`src/sleep_clock_pkg.sv`:
```
// constants, field layouts and state codes of the sleep and clock-gating control
// assumes a 32-bit apb slave on pclk at 10 MHz and a one-cycle sleep instruction strobe
// Notes on behaviour
// - power-save without async source stops timer oscillator
// - power-save without sync clock stops main clock
// - power-save sync clock only reaches timer in sync mode
// - standby needs code 110 and crystal option
// - standby equals power-down but oscillator runs
// - standby wake resumes after six clock cycles
// - reduction bit stops clock, freezes, blocks registers
// - clearing reduction bit restarts clock, state kept
// - module gating matters only active and idle
// - enabled converter stays enabled in every sleep
// - converter off then on gives extended conversion
// - comparator auto-off except idle and noise-reduction, or when set to use the internal reference
// - comparator on internal reference keeps reference on
// - fuse-enabled brown-out detector stays on in sleep
// - reference on when detector, comparator or converter need
// - no reference users means reference off
// - mode codes 000..011, 110; others reserved
// - sleep instruction acts only with sleep-enable set
// - power-down halts all generated clocks; async_osc_en stays set in power-down
package sleep_clock_pkg;
    // ****************************************
    // register map
    // ****************************************
    localparam logic [11:0] addr_sleep_ctrl  = 12'h000;
    localparam logic [11:0] addr_power_red   = 12'h004;
    localparam logic [11:0] addr_analog_ctrl = 12'h008;
    localparam logic [11:0] addr_status      = 12'h00c;
    localparam logic [31:0] unmapped_value   = 32'h0000_0000;

    // field positions
    localparam int sleep_enable_pos  = 0;
    localparam int mode_lsb          = 1;
    localparam int n_periph          = 4;
    localparam int adc_en_pos        = 0;
    localparam int acmp_dis_pos      = 1;
    localparam int acmp_ref_pos      = 2;
    localparam int timer_async_pos   = 3;
    localparam int timer_en_pos      = 4;

    // wake delay from standby
    localparam int          standby_wake_cycles = 6;
    localparam logic [3:0]  wake_count_init     = 4'(standby_wake_cycles - 1);
    localparam logic [3:0]  count_zero          = 4'h0;

    // sleep mode select codes
    typedef enum logic [2:0] {
        mode_idle     = 3'b000,
        mode_noise    = 3'b001,
        mode_pdown    = 3'b010,
        mode_psave    = 3'b011,
        mode_standby  = 3'b110
    } sleep_mode_e;

    typedef enum logic [1:0] {
        st_run   = 2'b00,
        st_sleep = 2'b01,
        st_wake  = 2'b10
    } ctrl_state_e;

    // clock gates driven to the clock tree
    typedef struct packed {
        logic                cpu_clk_en;
        logic                io_clk_en;
        logic                adc_clk_en;
        logic                main_osc_en;
        logic                async_osc_en;
        logic                timer_sync_clk_en;
        logic [n_periph-1:0] periph_clk_en;
    } clock_gates_s;

    // analog support enables
    typedef struct packed {
        logic adc_power;
        logic acmp_power;
        logic bod_power;
        logic vref_power;
        logic adc_extended;
    } analog_en_s;
endpackage

```
`src/sleep_clock_gating_control.sv`:
```
// sleep mode sequencing, per-peripheral clock gating and analog power enables
// assumes sleep_instr and wake_event are pclk-synchronous; fuses are static straps
//
// Added by the designer: register access over APB and the register addresses.
`timescale 1ns/1ps
module sleep_clock_gating_control (
    input  wire logic                                  pclk,
    input  wire logic                                  presetn,
    input  wire logic                                  psel,
    input  wire logic                                  penable,
    input  wire logic                                  pwrite,
    input  wire logic [11:0]                           paddr,
    input  wire logic [31:0]                           pwdata,
    output logic                                       pready,
    output logic [31:0]                                prdata,
    output logic                                       pslverr,
    input  wire logic                                  sleep_instr,
    input  wire logic                                  wake_event,
    input  wire logic                                  crystal_option,
    input  wire logic [1:0]                            brownout_level_fuses,
    input  wire logic                                  adc_start,
    output sleep_clock_pkg::clock_gates_s              gates,
    output sleep_clock_pkg::analog_en_s                analog,
    output logic [sleep_clock_pkg::n_periph-1:0]       periph_reg_access,
    output logic                                       cpu_halted
);
    // ****************************************
    // registers
    // ****************************************
    logic                                  sleep_enable_bit;
    logic [2:0]                            sleep_mode_select;
    logic [sleep_clock_pkg::n_periph-1:0]  power_reduction_bits;
    logic                                  adc_enable;
    logic                                  acmp_disable;
    logic                                  acmp_use_ref;
    logic                                  timer_async;
    logic                                  timer_enable;
    logic                                  adc_was_off;
    logic [3:0]                            wake_count;
    logic [2:0]                            active_mode;
    sleep_clock_pkg::ctrl_state_e          state;
    sleep_clock_pkg::ctrl_state_e          next_state;

    // ****************************************
    // bus decode
    // ****************************************
    wire       access      = psel & penable;
    // writes land only on the edge that completes the transfer; a held access sees pready every other cycle and writes again
    wire       wr          = access & pwrite & pready;
    wire       hit_sleep   = paddr == sleep_clock_pkg::addr_sleep_ctrl;
    wire       hit_pred    = paddr == sleep_clock_pkg::addr_power_red;
    wire       hit_analog  = paddr == sleep_clock_pkg::addr_analog_ctrl;
    wire       hit_status  = paddr == sleep_clock_pkg::addr_status;
    wire       hit_any     = hit_sleep | hit_pred | hit_analog | hit_status;
    wire [2:0] wr_mode     = pwdata[sleep_clock_pkg::mode_lsb +: 3];
    wire       bod_on      = brownout_level_fuses != 2'b11;

    // read mux; reserved bits read zero
    wire [31:0] rd_sleep  = {28'h000_0000, sleep_mode_select, sleep_enable_bit};
    wire [31:0] rd_pred   = {28'h000_0000, power_reduction_bits};
    wire [31:0] rd_analog = {27'h000_0000, timer_enable, timer_async, acmp_use_ref, acmp_disable, adc_enable};
    wire [31:0] rd_status = {28'h000_0000, adc_was_off, active_mode};
    wire [31:0] rd_value  = hit_sleep  ? rd_sleep  :
                            hit_pred   ? rd_pred   :
                            hit_analog ? rd_analog :
                            hit_status ? rd_status : sleep_clock_pkg::unmapped_value;

    // ****************************************
    // sleep entry decision
    // ****************************************
    wire code_ok   = (sleep_mode_select == sleep_clock_pkg::mode_idle)  |
                     (sleep_mode_select == sleep_clock_pkg::mode_noise) |
                     (sleep_mode_select == sleep_clock_pkg::mode_pdown) |
                     (sleep_mode_select == sleep_clock_pkg::mode_psave);
    wire stby_ok   = (sleep_mode_select == sleep_clock_pkg::mode_standby) & crystal_option;
    wire go_sleep  = sleep_instr & sleep_enable_bit & (code_ok | stby_ok);

    // wake waits six cycles only from standby; other modes resume next cycle
    wire is_stby   = active_mode == sleep_clock_pkg::mode_standby;
    always_comb begin
        next_state = state;
        case (state)
            sleep_clock_pkg::st_run: begin
                if (go_sleep) begin
                    next_state = sleep_clock_pkg::st_sleep;
                end
            end
            sleep_clock_pkg::st_sleep: begin
                if (wake_event) begin
                    next_state = is_stby ? sleep_clock_pkg::st_wake : sleep_clock_pkg::st_run;
                end
            end
            sleep_clock_pkg::st_wake: begin
                if (wake_count == sleep_clock_pkg::count_zero) begin
                    next_state = sleep_clock_pkg::st_run;
                end
            end
            default: begin
                next_state = sleep_clock_pkg::st_run;
            end
        endcase
    end

    // ****************************************
    // clock and analog enables per mode
    // ****************************************
    wire asleep    = state != sleep_clock_pkg::st_run;
    wire m_idle    = asleep & (active_mode == sleep_clock_pkg::mode_idle);
    wire m_noise   = asleep & (active_mode == sleep_clock_pkg::mode_noise);
    wire m_psave   = asleep & (active_mode == sleep_clock_pkg::mode_psave);
    wire deep      = asleep & ~m_idle & ~m_noise;
    wire io_run    = ~asleep | m_idle;
    wire t_run     = m_psave & timer_enable;
    wire osc_run   = ~deep | is_stby | (t_run & ~timer_async);
    wire aosc_run  = ~m_psave | (t_run & timer_async);
    wire tsync_run = io_run | (t_run & ~timer_async);
    wire acmp_on   = ~acmp_disable & (~deep | acmp_use_ref);
    wire vref_on   = bod_on | (acmp_on & acmp_use_ref) | adc_enable;

    // ****************************************
    // registered processes
    // ****************************************
    always_ff @(posedge pclk or negedge presetn) begin
        if (!presetn) begin
            sleep_enable_bit     <= 1'b0;
            sleep_mode_select    <= 3'b000;
            power_reduction_bits <= '0;
            adc_enable           <= 1'b0;
            acmp_disable         <= 1'b0;
            acmp_use_ref         <= 1'b0;
            timer_async          <= 1'b0;
            timer_enable         <= 1'b0;
        end else if (wr & hit_sleep) begin
            sleep_enable_bit     <= pwdata[sleep_clock_pkg::sleep_enable_pos];
            sleep_mode_select    <= wr_mode;
        end else if (wr & hit_pred) begin
            power_reduction_bits <= pwdata[sleep_clock_pkg::n_periph-1:0];
        end else if (wr & hit_analog) begin
            adc_enable           <= pwdata[sleep_clock_pkg::adc_en_pos];
            acmp_disable         <= pwdata[sleep_clock_pkg::acmp_dis_pos];
            acmp_use_ref         <= pwdata[sleep_clock_pkg::acmp_ref_pos];
            timer_async          <= pwdata[sleep_clock_pkg::timer_async_pos];
            timer_enable         <= pwdata[sleep_clock_pkg::timer_en_pos];
        end
    end

    // adc off flag: set when switched off, cleared by first start after re-enable
    // set wins over clear if both fall in one cycle
    wire adc_off_set = wr & hit_analog & ~pwdata[sleep_clock_pkg::adc_en_pos] & adc_enable;
    always_ff @(posedge pclk or negedge presetn) begin
        if (!presetn) begin
            adc_was_off <= 1'b0;
        end else if (adc_off_set) begin
            adc_was_off <= 1'b1;
        end else if (adc_start & adc_enable) begin
            adc_was_off <= 1'b0;
        end
    end

    // sequencer state, latched mode, wake counter
    always_ff @(posedge pclk or negedge presetn) begin
        if (!presetn) begin
            state       <= sleep_clock_pkg::st_run;
            active_mode <= 3'b000;
            wake_count  <= sleep_clock_pkg::count_zero;
        end else begin
            state <= next_state;
            if (go_sleep && state == sleep_clock_pkg::st_run) begin
                active_mode <= sleep_mode_select;
            end
            if (state == sleep_clock_pkg::st_sleep) begin
                wake_count <= sleep_clock_pkg::wake_count_init;
            end else if (wake_count != sleep_clock_pkg::count_zero) begin
                wake_count <= wake_count - 4'h1;
            end
        end
    end

    // outputs all registered; gate state latched one cycle after the decision
    always_ff @(posedge pclk or negedge presetn) begin
        if (!presetn) begin
            gates             <= '0;
            analog            <= '0;
            periph_reg_access <= '0;
            cpu_halted        <= 1'b0;
            pready            <= 1'b0;
            prdata            <= 32'h0000_0000;
            pslverr           <= 1'b0;
        end else begin
            gates.cpu_clk_en        <= ~asleep;
            gates.io_clk_en         <= io_run;
            gates.adc_clk_en        <= ~deep;
            gates.main_osc_en       <= osc_run;
            gates.async_osc_en      <= aosc_run;
            gates.timer_sync_clk_en <= tsync_run;
            gates.periph_clk_en     <= {sleep_clock_pkg::n_periph{io_run}} & ~power_reduction_bits;
            periph_reg_access       <= ~power_reduction_bits;
            analog.adc_power        <= adc_enable;
            analog.acmp_power       <= acmp_on;
            analog.bod_power        <= bod_on;
            analog.vref_power       <= vref_on;
            analog.adc_extended     <= adc_was_off;
            cpu_halted              <= asleep;
            pready                  <= access & ~pready;
            prdata                  <= (access & ~pwrite & ~pready) ? rd_value : 32'h0000_0000;
            pslverr                 <= access & ~pready & ~hit_any;
        end
    end
endmodule

```
`config.mk`:
```
export PLATFORM = sky130hd
export DESIGN_NAME = sleep_clock_gating_control
export DESIGN_NICKNAME = d
export VERILOG_FILES = /design/src/sleep_clock_pkg.sv /design/src/sleep_clock_gating_control.sv
export SDC_FILE = /design/constraint.sdc
export NUM_CORES = 1
export LEC_CHECK = 0
export ABC_AREA = 1
export BUFFER_PORTS_ARGS = -buffer_cell sky130_fd_sc_hd__buf_2
export CAP_MARGIN = 20
export CORE_MARGIN = 5
export CORE_UTILIZATION = 42
export CTS_BUF_LIST = sky130_fd_sc_hd__clkbuf_16
export CTS_CLUSTER_SIZE = 30
export DETAILED_ROUTE_END_ITERATION = 12
export PLACE_DENSITY_LB_ADDON = 0.15
export SLEW_MARGIN = 15
export SYNTH_ARGS = -nofsm -noshare
export SYNTH_HDL_FRONTEND = slang
export SYNTH_SLANG_ARGS = --single-unit
```
`constraint.sdc`:
```
create_clock -name pclk -period 1.2 [get_ports pclk]
set_input_delay 0.12 -clock pclk [delete_from_list [all_inputs] [get_ports pclk]]
set_output_delay 0.12 -clock pclk [all_outputs]
set_load 0.01 [all_outputs]
```
==> results of run 1 <==
[sequential cells by signal (all words and copies together) (netlist names)]
signal / cells
gates: 10
acmp_disable: 1
acmp_use_ref: 1
pready: 1
pslverr: 1
state: 2
sleep_enable_bit: 1
analog: 5
timer_enable: 1
adc_enable: 1
sleep_mode_select: 3
periph_reg_access: 4
power_reduction_bits: 4
cpu_halted: 1
timer_async: 1
adc_was_off: 1
active_mode: 3
wake_count: 4
prdata: 5
[layer usage]
layer / up-vias / wire, um
met4: 0 / 61
met1: 793 / 2240
met3: 4 / 376
li1: 926 / -
met2: 64 / 2350
met5: - / 0
[worst reg2reg max path: cells and delay by family, from the launching register on]
family                 cells  cell delay (ns)
DFF                        1             0.36
and+or+nand+nor            4             0.36
buffers and inverters      3             0.33
AOI/OAI and AO/OA          1             0.06
[final cells by class]
class                           count  area [um2]
Fill cell                         524        2430
Sequential cell                    50        1250
Multi-Input combinational cell    167         883
Timing Repair Buffer               77         478
Inverter                           36         138
Clock buffer                        5         125
Tap cell                           72        90.1
Clock inverter                      3        37.5
[cell families (layout without fill, tap and decap cells)]
group / Yosys count / after routing / share of synthesized area (%)
compound gates: 32 / 32 / 7.65
simple gates: 106 / 106 / 22.3
buf+inv: 65 / 121 / 15.1
fa+ha+maj: 1 / 1 / 0.539
other cells: 1 / 27 / 0.161
xor+xnor: 1 / 1 / 0.377
flops: 50 / 50 / 53.9
[worst paths after layout]
check	endpoint	depth (start not counted)	slack, ns
worst max register to register	sleep_mode_select[1]	8	0.02
worst max-delay path	sleep_mode_select[1]	8	0.02
min in group asynchronous	wake_count[0]	3	0.35
worst min register to register	analog[0]	0	0.41
worst min-delay path	analog[2]	2	0.009
max in group asynchronous	state[1]	3	0.61
[Yosys cell counts (all sizes together)]
master    n
nor4      1
nand2    44
nand4    10
o2111ai   1
nor3      3
o22ai     2
nor2     30
dfrtp    50
buf      29
conb      1
o21ai    21
or2       1
o21a      1
inv      35
nand3    17
o211ai    2
clkinv    1
a21oi     5
xor2      1
ha        1
[what timing repair did]
item	in CTS	in global routing
endpoints found under the hold margin	50	0
setup buffers	1	2
hold buffers	1	0
gates resized for setup	8	18
pin swaps	1	5
setup endpoints to repair	3	26
cloned	0	0
[stage by stage]
| step | setup WS [ns] | setup TNS (ns) | std cells | power, W | hold WS (ns) |
|---|---|---|---|---|---|
| 2_1_floorplan | 0.0258 | 0 | 282 | 0.00220 | -0.176 |
| 3_3_place_gp | -0.0229 | -0.0449 | 398 | 0.00231 | 0.127 |
| 3_5_place_dp | -0.0697 | -0.237 | 398 | 0.00233 | 0.130 |
| 4_1_cts | 0.00107 | 0 | 408 | 0.00394 | 0.00670 |
| 5_1_grt | -0.0706 | -0.423 | 410 | 0.00418 | 0.0189 |
| 6_report | 0.0157 | 0 | 410 | 0.00400 | 0.00912 |
[power groups by stage]
stage               clock, W  combinational, W  sequential (W)
detailed placement         0          0.000506         0.00183
global placement           0          0.000490         0.00182
global route         0.00163          0.000736         0.00182
finish               0.00153          0.000665         0.00181
CTS                  0.00157          0.000573         0.00180
floorplan                  0          0.000374         0.00182
==> results by group, run 1 <==
CTS
  – Insertion delay to the later sink of the worst-skew pair: 0.28 ns
  – TritonCTS Buffers: 5
  – CTS sink count: 50
  – Clock slew seen by the registers of the worst setup and hold paths: 0.06 ns
  – Root Driver: clkbuf_16
  – H-tree Lvls: 2
  – Longest Clk Path Bufs: 2
  – CTS tree: yes

Setup path
  – Worst r2r src: pready
  – Critical path startpoint category: flip-flop
  – Setup CP Type: reg -> reg
  – CP Data Arrival Time: approximately 1.4 ns
  – WP buf/inv: 3
  – Most frequent cell on the critical path: nand2_1
  – Crit-path cells: nand2_1 -> nor2_2 -> buf_6 -> inv_4 -> nor2_4 -> buf_4 -> nand2_1 -> o21ai_1
  – Slowest CP cell: dfrtp_1
  – Max incr delay on CP: between 0.3 and 0.4 ns
  – Required @ worst endpoint: 1.41 ns
  – Worst Setup SP: pready
  – Critical Path Sink Type: flip-flop
  – Delay-heaviest family, CP: flip-flops
  – Crit path max fanout: 6

Die
  – Die Footprint: approximately 0.0071 mm2
  – Rows: 27
  – Initial core utilization: 42.7%
  – Boundary pin count: between 100 and 150
  – Die X: ~84 um
  – Core area: between 0.005 and 0.006 mm2
  – Die Ht: between 80 and 90 um

Power
  – Sw Ratio: 24.9%
  – VDD IR-drop max: roughly 540 uV
  – Net Switching: roughly 0.0010 W
  – P per Cell Area: between 1000 and 1500 mW/mm2
  – Clock Power Share: a little under two fifths
  – Logic pwr share: roughly 17%
  – P_int: 0.00301 W
  – Seq pwr share: 45.2%
  – Leak Pwr: about 1.6 nW

Place
  – Post-DP Area: about 0.0027 mm2
  – Dpl hpwl: approximately 3.7 mm
  – IO buf count: 54
  – GP Congestion: roughly 0.84

STA
  – Period utilization: between 90% and 100%
  – Final number of setup-violating endpoints: 0
  – Final Hold Vio Count: 0
  – Fmax: approximately 840 MHz
  – Worst Skew: 0.00528 ns
  – Unrepaired setup endpoints after global routing: yes
  – Crit path time final: 1.18 ns
  – Fin. max-slew vios: 0

Logic synthesis
  – Post-synthesis cell area: 0.00232 mm2
  – Post-Synthesis Cells: between 200 and 300
  – Synth top area share: 53.9%
  – Synthesized flop and latch total: 50
  – Netlist cell types: 31
  – Synth warn: 0
  – Seq/Total Area, Yosys: a little over half
  – Syn Area/Cell: just over 9 um2
  – Area leader, netlist: dfrtp_1
  – Synth top area cells: dfrtp_1 (54%), buf_4 (9.1%), nand2_1 (6.8%)

Global routing
  – Total gr overflow: 0
  – Busiest grt layer: met2
  – Largest net degree at the start of global routing: 51
  – Met3 Use GR: between 4 and 5%
  – Met1 usage: slightly below 20%
  – Number of global-route vias before repair: 1,866
  – Global-route wire length before repair: 8.51 mm
  – Initial antenna violation count: 0
  – Grt met2 use: 24.0%
  – GR Util All Layers: between 10% and 20%

Route
  – Routed WL per cell: roughly 12 um
  – Post-Route WL: 5.03 mm
  – Avg Vias per Cell: 4.36
  – Post-DRT Antenna Nets: 0
  – Vias: 1,787
  – Initial DRC count: between 80 and 90
  – # DRC: 0
  – Router iterations before antenna repair: 4

Job
  – Max cap viols: 0

Cells and area
  – Number of diodes: 0
  – Nets: a little under 400
  – Share of layout cells above drive strength 1: between 30% and 40%
  – Post-layout util: 55.2%
  – Area Growth Syn to Fin: 29.4%
  – Final Cell Area: 0.00300 mm2
  – Commonest cells after routing, fill and taps aside: buf_2 (54), dfrtp_1 (49), nand2_1 (40)
  – Most common cell after layout, fill and taps aside: buf_2

Min path
  – HP Class: in -> reg
  – Hold Startpoint: brownout_level_fuses[1]

Run status
  – Run status: completed
Note: power is estimated with default switching activity, not from simulation.
==> run 2: changes to the inputs <==
CORE_ASPECT_RATIO = 2   (was not set)
CTS_CLUSTER_DIAMETER = 40   (was not set)
SKIP_LAST_GASP = 1   (was not set)
==> results by group, run 2 (synthesis gave the netlist of run 1 again) <==
Global routing
  – Grt met2 use: 28.9% (+4.9 points)
  – Initial antenna violation count: 0 (unchanged)
  – Met1 usage: 15.8% (-3.5 points)
  – Global-route wire length before repair: 8.67 mm (+1.8%)
  – Met3 Use GR: 3.32% (-0.70 points)
  – Number of global-route vias before repair: 1,850 (-0.86%)
  – Busiest grt layer: met2
  – GR Util All Layers: 15.6% (+0.97 points)
  – Total gr overflow: 0 (unchanged)
  – Largest net degree at the start of global routing: 51 (unchanged)

CTS
  – Clock slew seen by the registers of the worst setup and hold paths: 0.06 ns (about the same)
  – CTS tree: yes
  – TritonCTS Buffers: 5 (unchanged)
  – Insertion delay to the later sink of the worst-skew pair: 0.29 ns (about the same)
  – CTS sink count: 50 (unchanged)
  – Root Driver: clkbuf_16
  – H-tree Lvls: 2 (unchanged)
  – Longest Clk Path Bufs: 2 (unchanged)

Cells and area
  – Reg with most FFs: gates
  – Area Growth Syn to Fin: 29.3% (about the same)
  – Nets: 397 (+1.0%)
  – Most common cell after layout, fill and taps aside: buf_2
  – Commonest cells after routing, fill and taps aside: buf_2 (54), dfrtp_1 (50), nand2_1 (40)
  – Number of diodes: 0 (unchanged)
  – Final Cell Area: 0.00300 mm2 (about the same)
  – Largest registers: gates (10), analog (5), prdata (5)
  – Share of layout cells above drive strength 1: 33.6% (-0.40 points)
  – Filler cells: 541 (+3.2%)
  – Max FFs per register: 10 (unchanged)

STA
  – Unrepaired setup endpoints after global routing: yes
  – Worst Skew: 0.00166 ns (-0.00362 ns)
  – Fin. max-slew vios: 0 (unchanged)
  – Crit path time final: 1.15 ns (-0.0358 ns)
  – Fmax: 871 MHz (+3.1%)
  – Period utilization: 95.7% (-3.0 points)
  – Final Hold Vio Count: 0 (unchanged)
  – Final number of setup-violating endpoints: 0 (unchanged)

Setup path
  – Required @ worst endpoint: 1.41 ns (about the same)
  – Crit path max fanout: 3 (-3)
  – Critical Path Sink Type: flip-flop
  – CP Data Arrival Time: 1.36 ns (-0.04 ns)
  – Setup CP Type: reg -> reg
  – Critical path startpoint category: flip-flop

Power
  – VDD IR-drop max: 1080 uV (+100%)
  – Leak Pwr: 1.57 nW (+0.75%)
  – P per Cell Area: 1400 mW/mm2 (+5.3%)
  – Pwr Total: 0.00421 W (+5.2%)

Route
  – Routed WL per cell: 13.3 um (+8.1%)
  – Router iterations before antenna repair: 4 (unchanged)
  – Post-DRT Antenna Nets: 0 (unchanged)
  – Initial DRC count: 50 (-39%)
  – Vias: 1,846 (+3.3%)
  – Avg Vias per Cell: 4.59 (+5.4%)
  – Post-Route WL: 5.33 mm (+6.0%)
  – # DRC: 0 (unchanged)

Place
  – GP Congestion: 0.807 (-3.7%)
  – IO buf count: 54 (unchanged)
  – Post-DP Area: 0.00271 mm2 (-0.73%)
  – Dpl hpwl: 4.18 mm (+12%)

Die
  – Initial core utilization: 42.8% (+0.15 points)
  – Core area: 0.00542 mm2 (-0.35%)
  – Rows: 38 (+41%)
  – Die X: 62.6 um (-26%)
  – Boundary pin count: 109 (unchanged)
  – Die Footprint: 0.00721 mm2 (+1.3%)
  – Die Ht: 115 um (+37%)

Job
  – Max cap viols: 0 (unchanged)

Min path
  – HP Class: in -> reg

Run status
  – Run status: completed
run 2: repair_timing:
action,4_1_cts,5_1_grt
setup endpoints to repair,3,23
gates cloned,0,0
pin swaps,4,7
resized for setup,9,15
hold buffers,2,0
setup buffers,3,2
endpoints found under the hold margin,51,0
run 2: cell type report:
class | count | area, um2 | area share, %
flip-flops and latches | 50 | 1250 | 41.7
multi-input cells | 167 | 881 | 29.3
repair buffers | 81 | 494 | 16.5
inverters | 36 | 135 | 4.50
clock buffers | 5 | 125 | 4.17
well taps | 60 | 75.1 | 2.50
clock inverters | 3 | 41.3 | 1.38
run 2: routing by layer:
layer,share of wire [%],vias to the layer above
li1,-,935
met2,57,60
met4,3.9,0
met1,33,841
met3,5.9,10
met5,0,-
run 2: worst max-delay path, cell delays in order, from the launching register on:
cell     delay [ns]
dfrtp_1        0.37
inv_2          0.08
ha_4           0.15
nand2_4        0.06
nor2_4         0.12
nor2_1         0.05
nor2_1         0.08
nand3_1        0.07
o21ai_1        0.09
run 2: path summary, 6_finish.rpt:
path,slack (ns),depth (start not counted),start,end
worst max-delay path,0.05,8,wake_count[0],state[1]
worst min register to register,0.42,1,power_reduction_bits[3],gates[3]
worst max register to register,0.05,8,wake_count[0],state[1]
max in group asynchronous,0.63,3,presetn,gates[9]
min in group asynchronous,0.34,3,presetn,gates[0]
worst min-delay path,0.008,2,brownout_level_fuses[0],analog[2]
run 2: metrics by stage:
stage                     hold WS, ns  instances  setup WS [ns]  utilization, %  setup TNS [ns]
final                         0.00763        402         0.0515            55.4               0
after global placement          0.124        387        -0.0266            50.0         -0.0483
after CTS                    0.000994        400       0.000588            54.2               0
after floorplan                -0.176        282         0.0258               -               0
after global routing          0.00311        402        -0.0638            55.4          -0.210
after detailed placement        0.130        387        -0.0559            50.0          -0.133
run 2: power breakdown:
part	switching (W)	leakage (nW)	internal (W)	total, W
Clock	0.000607	0.0812	0.000976	0.00158
Sequential	0.0000521	0.567	0.00176	0.00181
Combinational	0.000419	0.919	0.000394	0.000814
Total	0.00108	1.57	0.00313	0.00421
==> run 3: changes to the inputs <==
CORE_UTILIZATION = 50   (was 42)
clock period = 1.4 ns   (was 1.2 ns; I/O delays follow)
==> results by group, run 3 (synthesis gave the netlist of run 1 again) <==
Route
  – Vias: 1,810 (-2.0%)
  – Initial DRC count: 28 (-44%)
  – Router iterations before antenna repair: 4 (unchanged)
  – Routed WL per cell: 13.2 um (-0.85%)
  – # DRC: 0 (unchanged)
  – Post-Route WL: 4.96 mm (-7.0%)
  – Post-DRT Antenna Nets: 0 (unchanged)
  – Avg Vias per Cell: 4.80 (+4.6%)

Place
  – Dpl hpwl: 3.93 mm (-5.9%)
  – Post-DP Area: 0.00260 mm2 (-4.1%)
  – IO buf count: 54 (unchanged)
  – Place WS: 0.0713 ns (+0.127 ns)
  – GP Congestion: 0.871 (+7.9%)
  – Placed cells: 368 (-4.9%)

Die
  – Initial core utilization: 51.0% (+8.1 points)
  – Rows: 35 (-7.9%)
  – Boundary pin count: 109 (unchanged)
  – Core area: 0.00455 mm2 (-16%)
  – Die Footprint: 0.00619 mm2 (-14%)
  – Die Ht: 106 um (-7.6%)
  – Die X: 58.2 um (-7.0%)

Min path
  – Hold Startpoint: brownout_level_fuses[1]
  – Worst hold stages: 2 (unchanged)
  – HP Class: in -> reg
  – Sink of the worst hold path: analog[2]

Power
  – Leak Pwr: 1.45 nW (-7.2%)
  – VDD IR-drop max: 806 uV (-25%)
  – P per Cell Area: 1140 mW/mm2 (-19%)

Setup path
  – CP Data Arrival Time: 1.46 ns (+0.10 ns)
  – Crit Reg-Reg Endpoint: wake_count[0]
  – Worst r2r src: wake_count[1]
  – R2R setup slack: 0.11 ns (+0.06 ns)
  – Required @ worst endpoint: 1.57 ns (+0.16 ns)
  – Critical Path Sink Type: flip-flop
  – Crit path max fanout: 3 (unchanged)
  – Worst reg2reg path depth: 7 (-1)
  – Critical path startpoint category: flip-flop
  – Setup CP Type: reg -> reg

Global routing
  – Initial antenna violation count: 0 (unchanged)
  – Global-route wire length before repair: 8.15 mm (-6.0%)
  – Largest net degree at the start of global routing: 51 (unchanged)
  – Number of global-route vias before repair: 1,812 (-2.1%)
  – Total gr overflow: 0 (unchanged)
  – GR Util All Layers: 17.6% (+2.0 points)

CTS
  – Insertion delay to the later sink of the worst-skew pair: 0.29 ns (about the same)
  – Longest Clk Path Bufs: 2 (unchanged)
  – H-tree Lvls: 2 (unchanged)
  – TritonCTS Buffers: 5 (unchanged)
  – Clock slew seen by the registers of the worst setup and hold paths: 0.06 ns (about the same)
  – CTS sink count: 50 (unchanged)
  – Root Driver: clkbuf_16
  – CTS tree: yes

Cells and area
  – Most common cell after layout, fill and taps aside: buf_2
  – Area Growth Syn to Fin: 19.2%
  – Final non-filler cell total: 377 (-6.2%)
  – Max FFs per register: 10 (unchanged)
  – Reg with most FFs: gates
  – Share of layout cells above drive strength 1: 28.0% (-5.7 points)
  – Commonest cells after routing, fill and taps aside: buf_2 (54), dfrtp_1 (50), nand2_1 (42)
  – Nets: 377 (-5.0%)
  – Number of diodes: 0 (unchanged)
  – Post-layout util: 60.8% (+5.4 points)
  – Final Cell Area: 0.00277 mm2 (-7.8%)
  – Largest registers: gates (10), analog (5), prdata (5)

STA
  – Unrepaired setup endpoints after global routing: yes
  – Period utilization: 92.3% (-3.4 points)
  – Setup ws final: 0.108 ns (+0.0563 ns)
  – Final number of setup-violating endpoints: 0 (unchanged)
  – Fmax: 774 MHz (-11%)
  – Final Hold Vio Count: 0 (unchanged)
  – Crit path time final: 1.29 ns (+0.144 ns)
  – Worst Skew: 0.00495 ns (+0.00329 ns)
  – Fin. max-slew vios: 0 (unchanged)

Run status
  – Run status: completed

Job
  – Max cap viols: 0 (unchanged)
==> run 3: power breakdown <==
| group | internal, W | total (W) | switching, W |
|---|---|---|---|
| Clock | 0.000671 | 0.00120 | 0.000532 |
| Sequential | 0.00151 | 0.00154 | 0.0000325 |
| Combinational | 0.000150 | 0.000418 | 0.000269 |
==> run 3: worst max-delay path by stage <==
stage	from	end	slack (ns)	depth (start not counted)
finish	wake_count[1]	wake_count[0]	0.11	7
floorplan	pready	sleep_enable_bit	0.23	6
CTS	state[0]	active_mode[0]	0.06	5
detailed placement	state[0]	active_mode[0]	0.07	5
global route	wake_count[1]	wake_count[0]	-0.04	7
global placement	state[0]	active_mode[0]	0.11	5
==> run 3: routing by layer <==
layer / GRT usage, % / routed length, um / vias to the layer above
met5: 0 / 0 / -
met1: 17.2 / 1600 / 850
met4: 10.3 / 182 / 0
li1: - / - / 893
met3: 2.07 / 257 / 11
met2: 33.3 / 2920 / 56
==> run 3: area by class of cell <==
| class | instances | area (um2) |
|---|---|---|
| Clock buffer | 5 | 125 |
| Clock inverter | 3 | 25.0 |
| Fill cell | 436 | 1790 |
| Inverter | 36 | 135 |
| Multi-Input combinational cell | 167 | 826 |
| Sequential cell | 50 | 1250 |
| Tap cell | 55 | 68.8 |
| Timing Repair Buffer | 61 | 338 |
==> run 3: what timing repair did <==
item	4_1_cts	5_1_grt
endpoints found under the hold margin	50	0
resized for setup	0	4
hold buffers	1	0
endpoints found under the setup margin	0	4
setup buffers	0	0
==> run 3: worst max-delay path, stage by stage (launching register included) <==
cell and delay, ns:
dfrtp_1 0.36, inv_1 0.09, ha_2 0.19, nand2_1 0.08, nor2_2 0.17, nand2_1 0.10
o21ai_0 0.08, o21ai_0 0.10
==> run 3: metrics by stage <==
| step | total power (W) | hold slack (ns) | setup TNS (ns) |
|---|---|---|---|
| after floorplan | 0.00188 | -0.156 | 0 |
| after global placement | 0.00195 | 0.145 | 0 |
| after detailed placement | 0.00197 | 0.152 | 0 |
| after CTS | 0.00318 | 0.0212 | 0 |
| after global routing | 0.00331 | 0.0479 | -0.0384 |
| final | 0.00316 | 0.0311 | 0 |
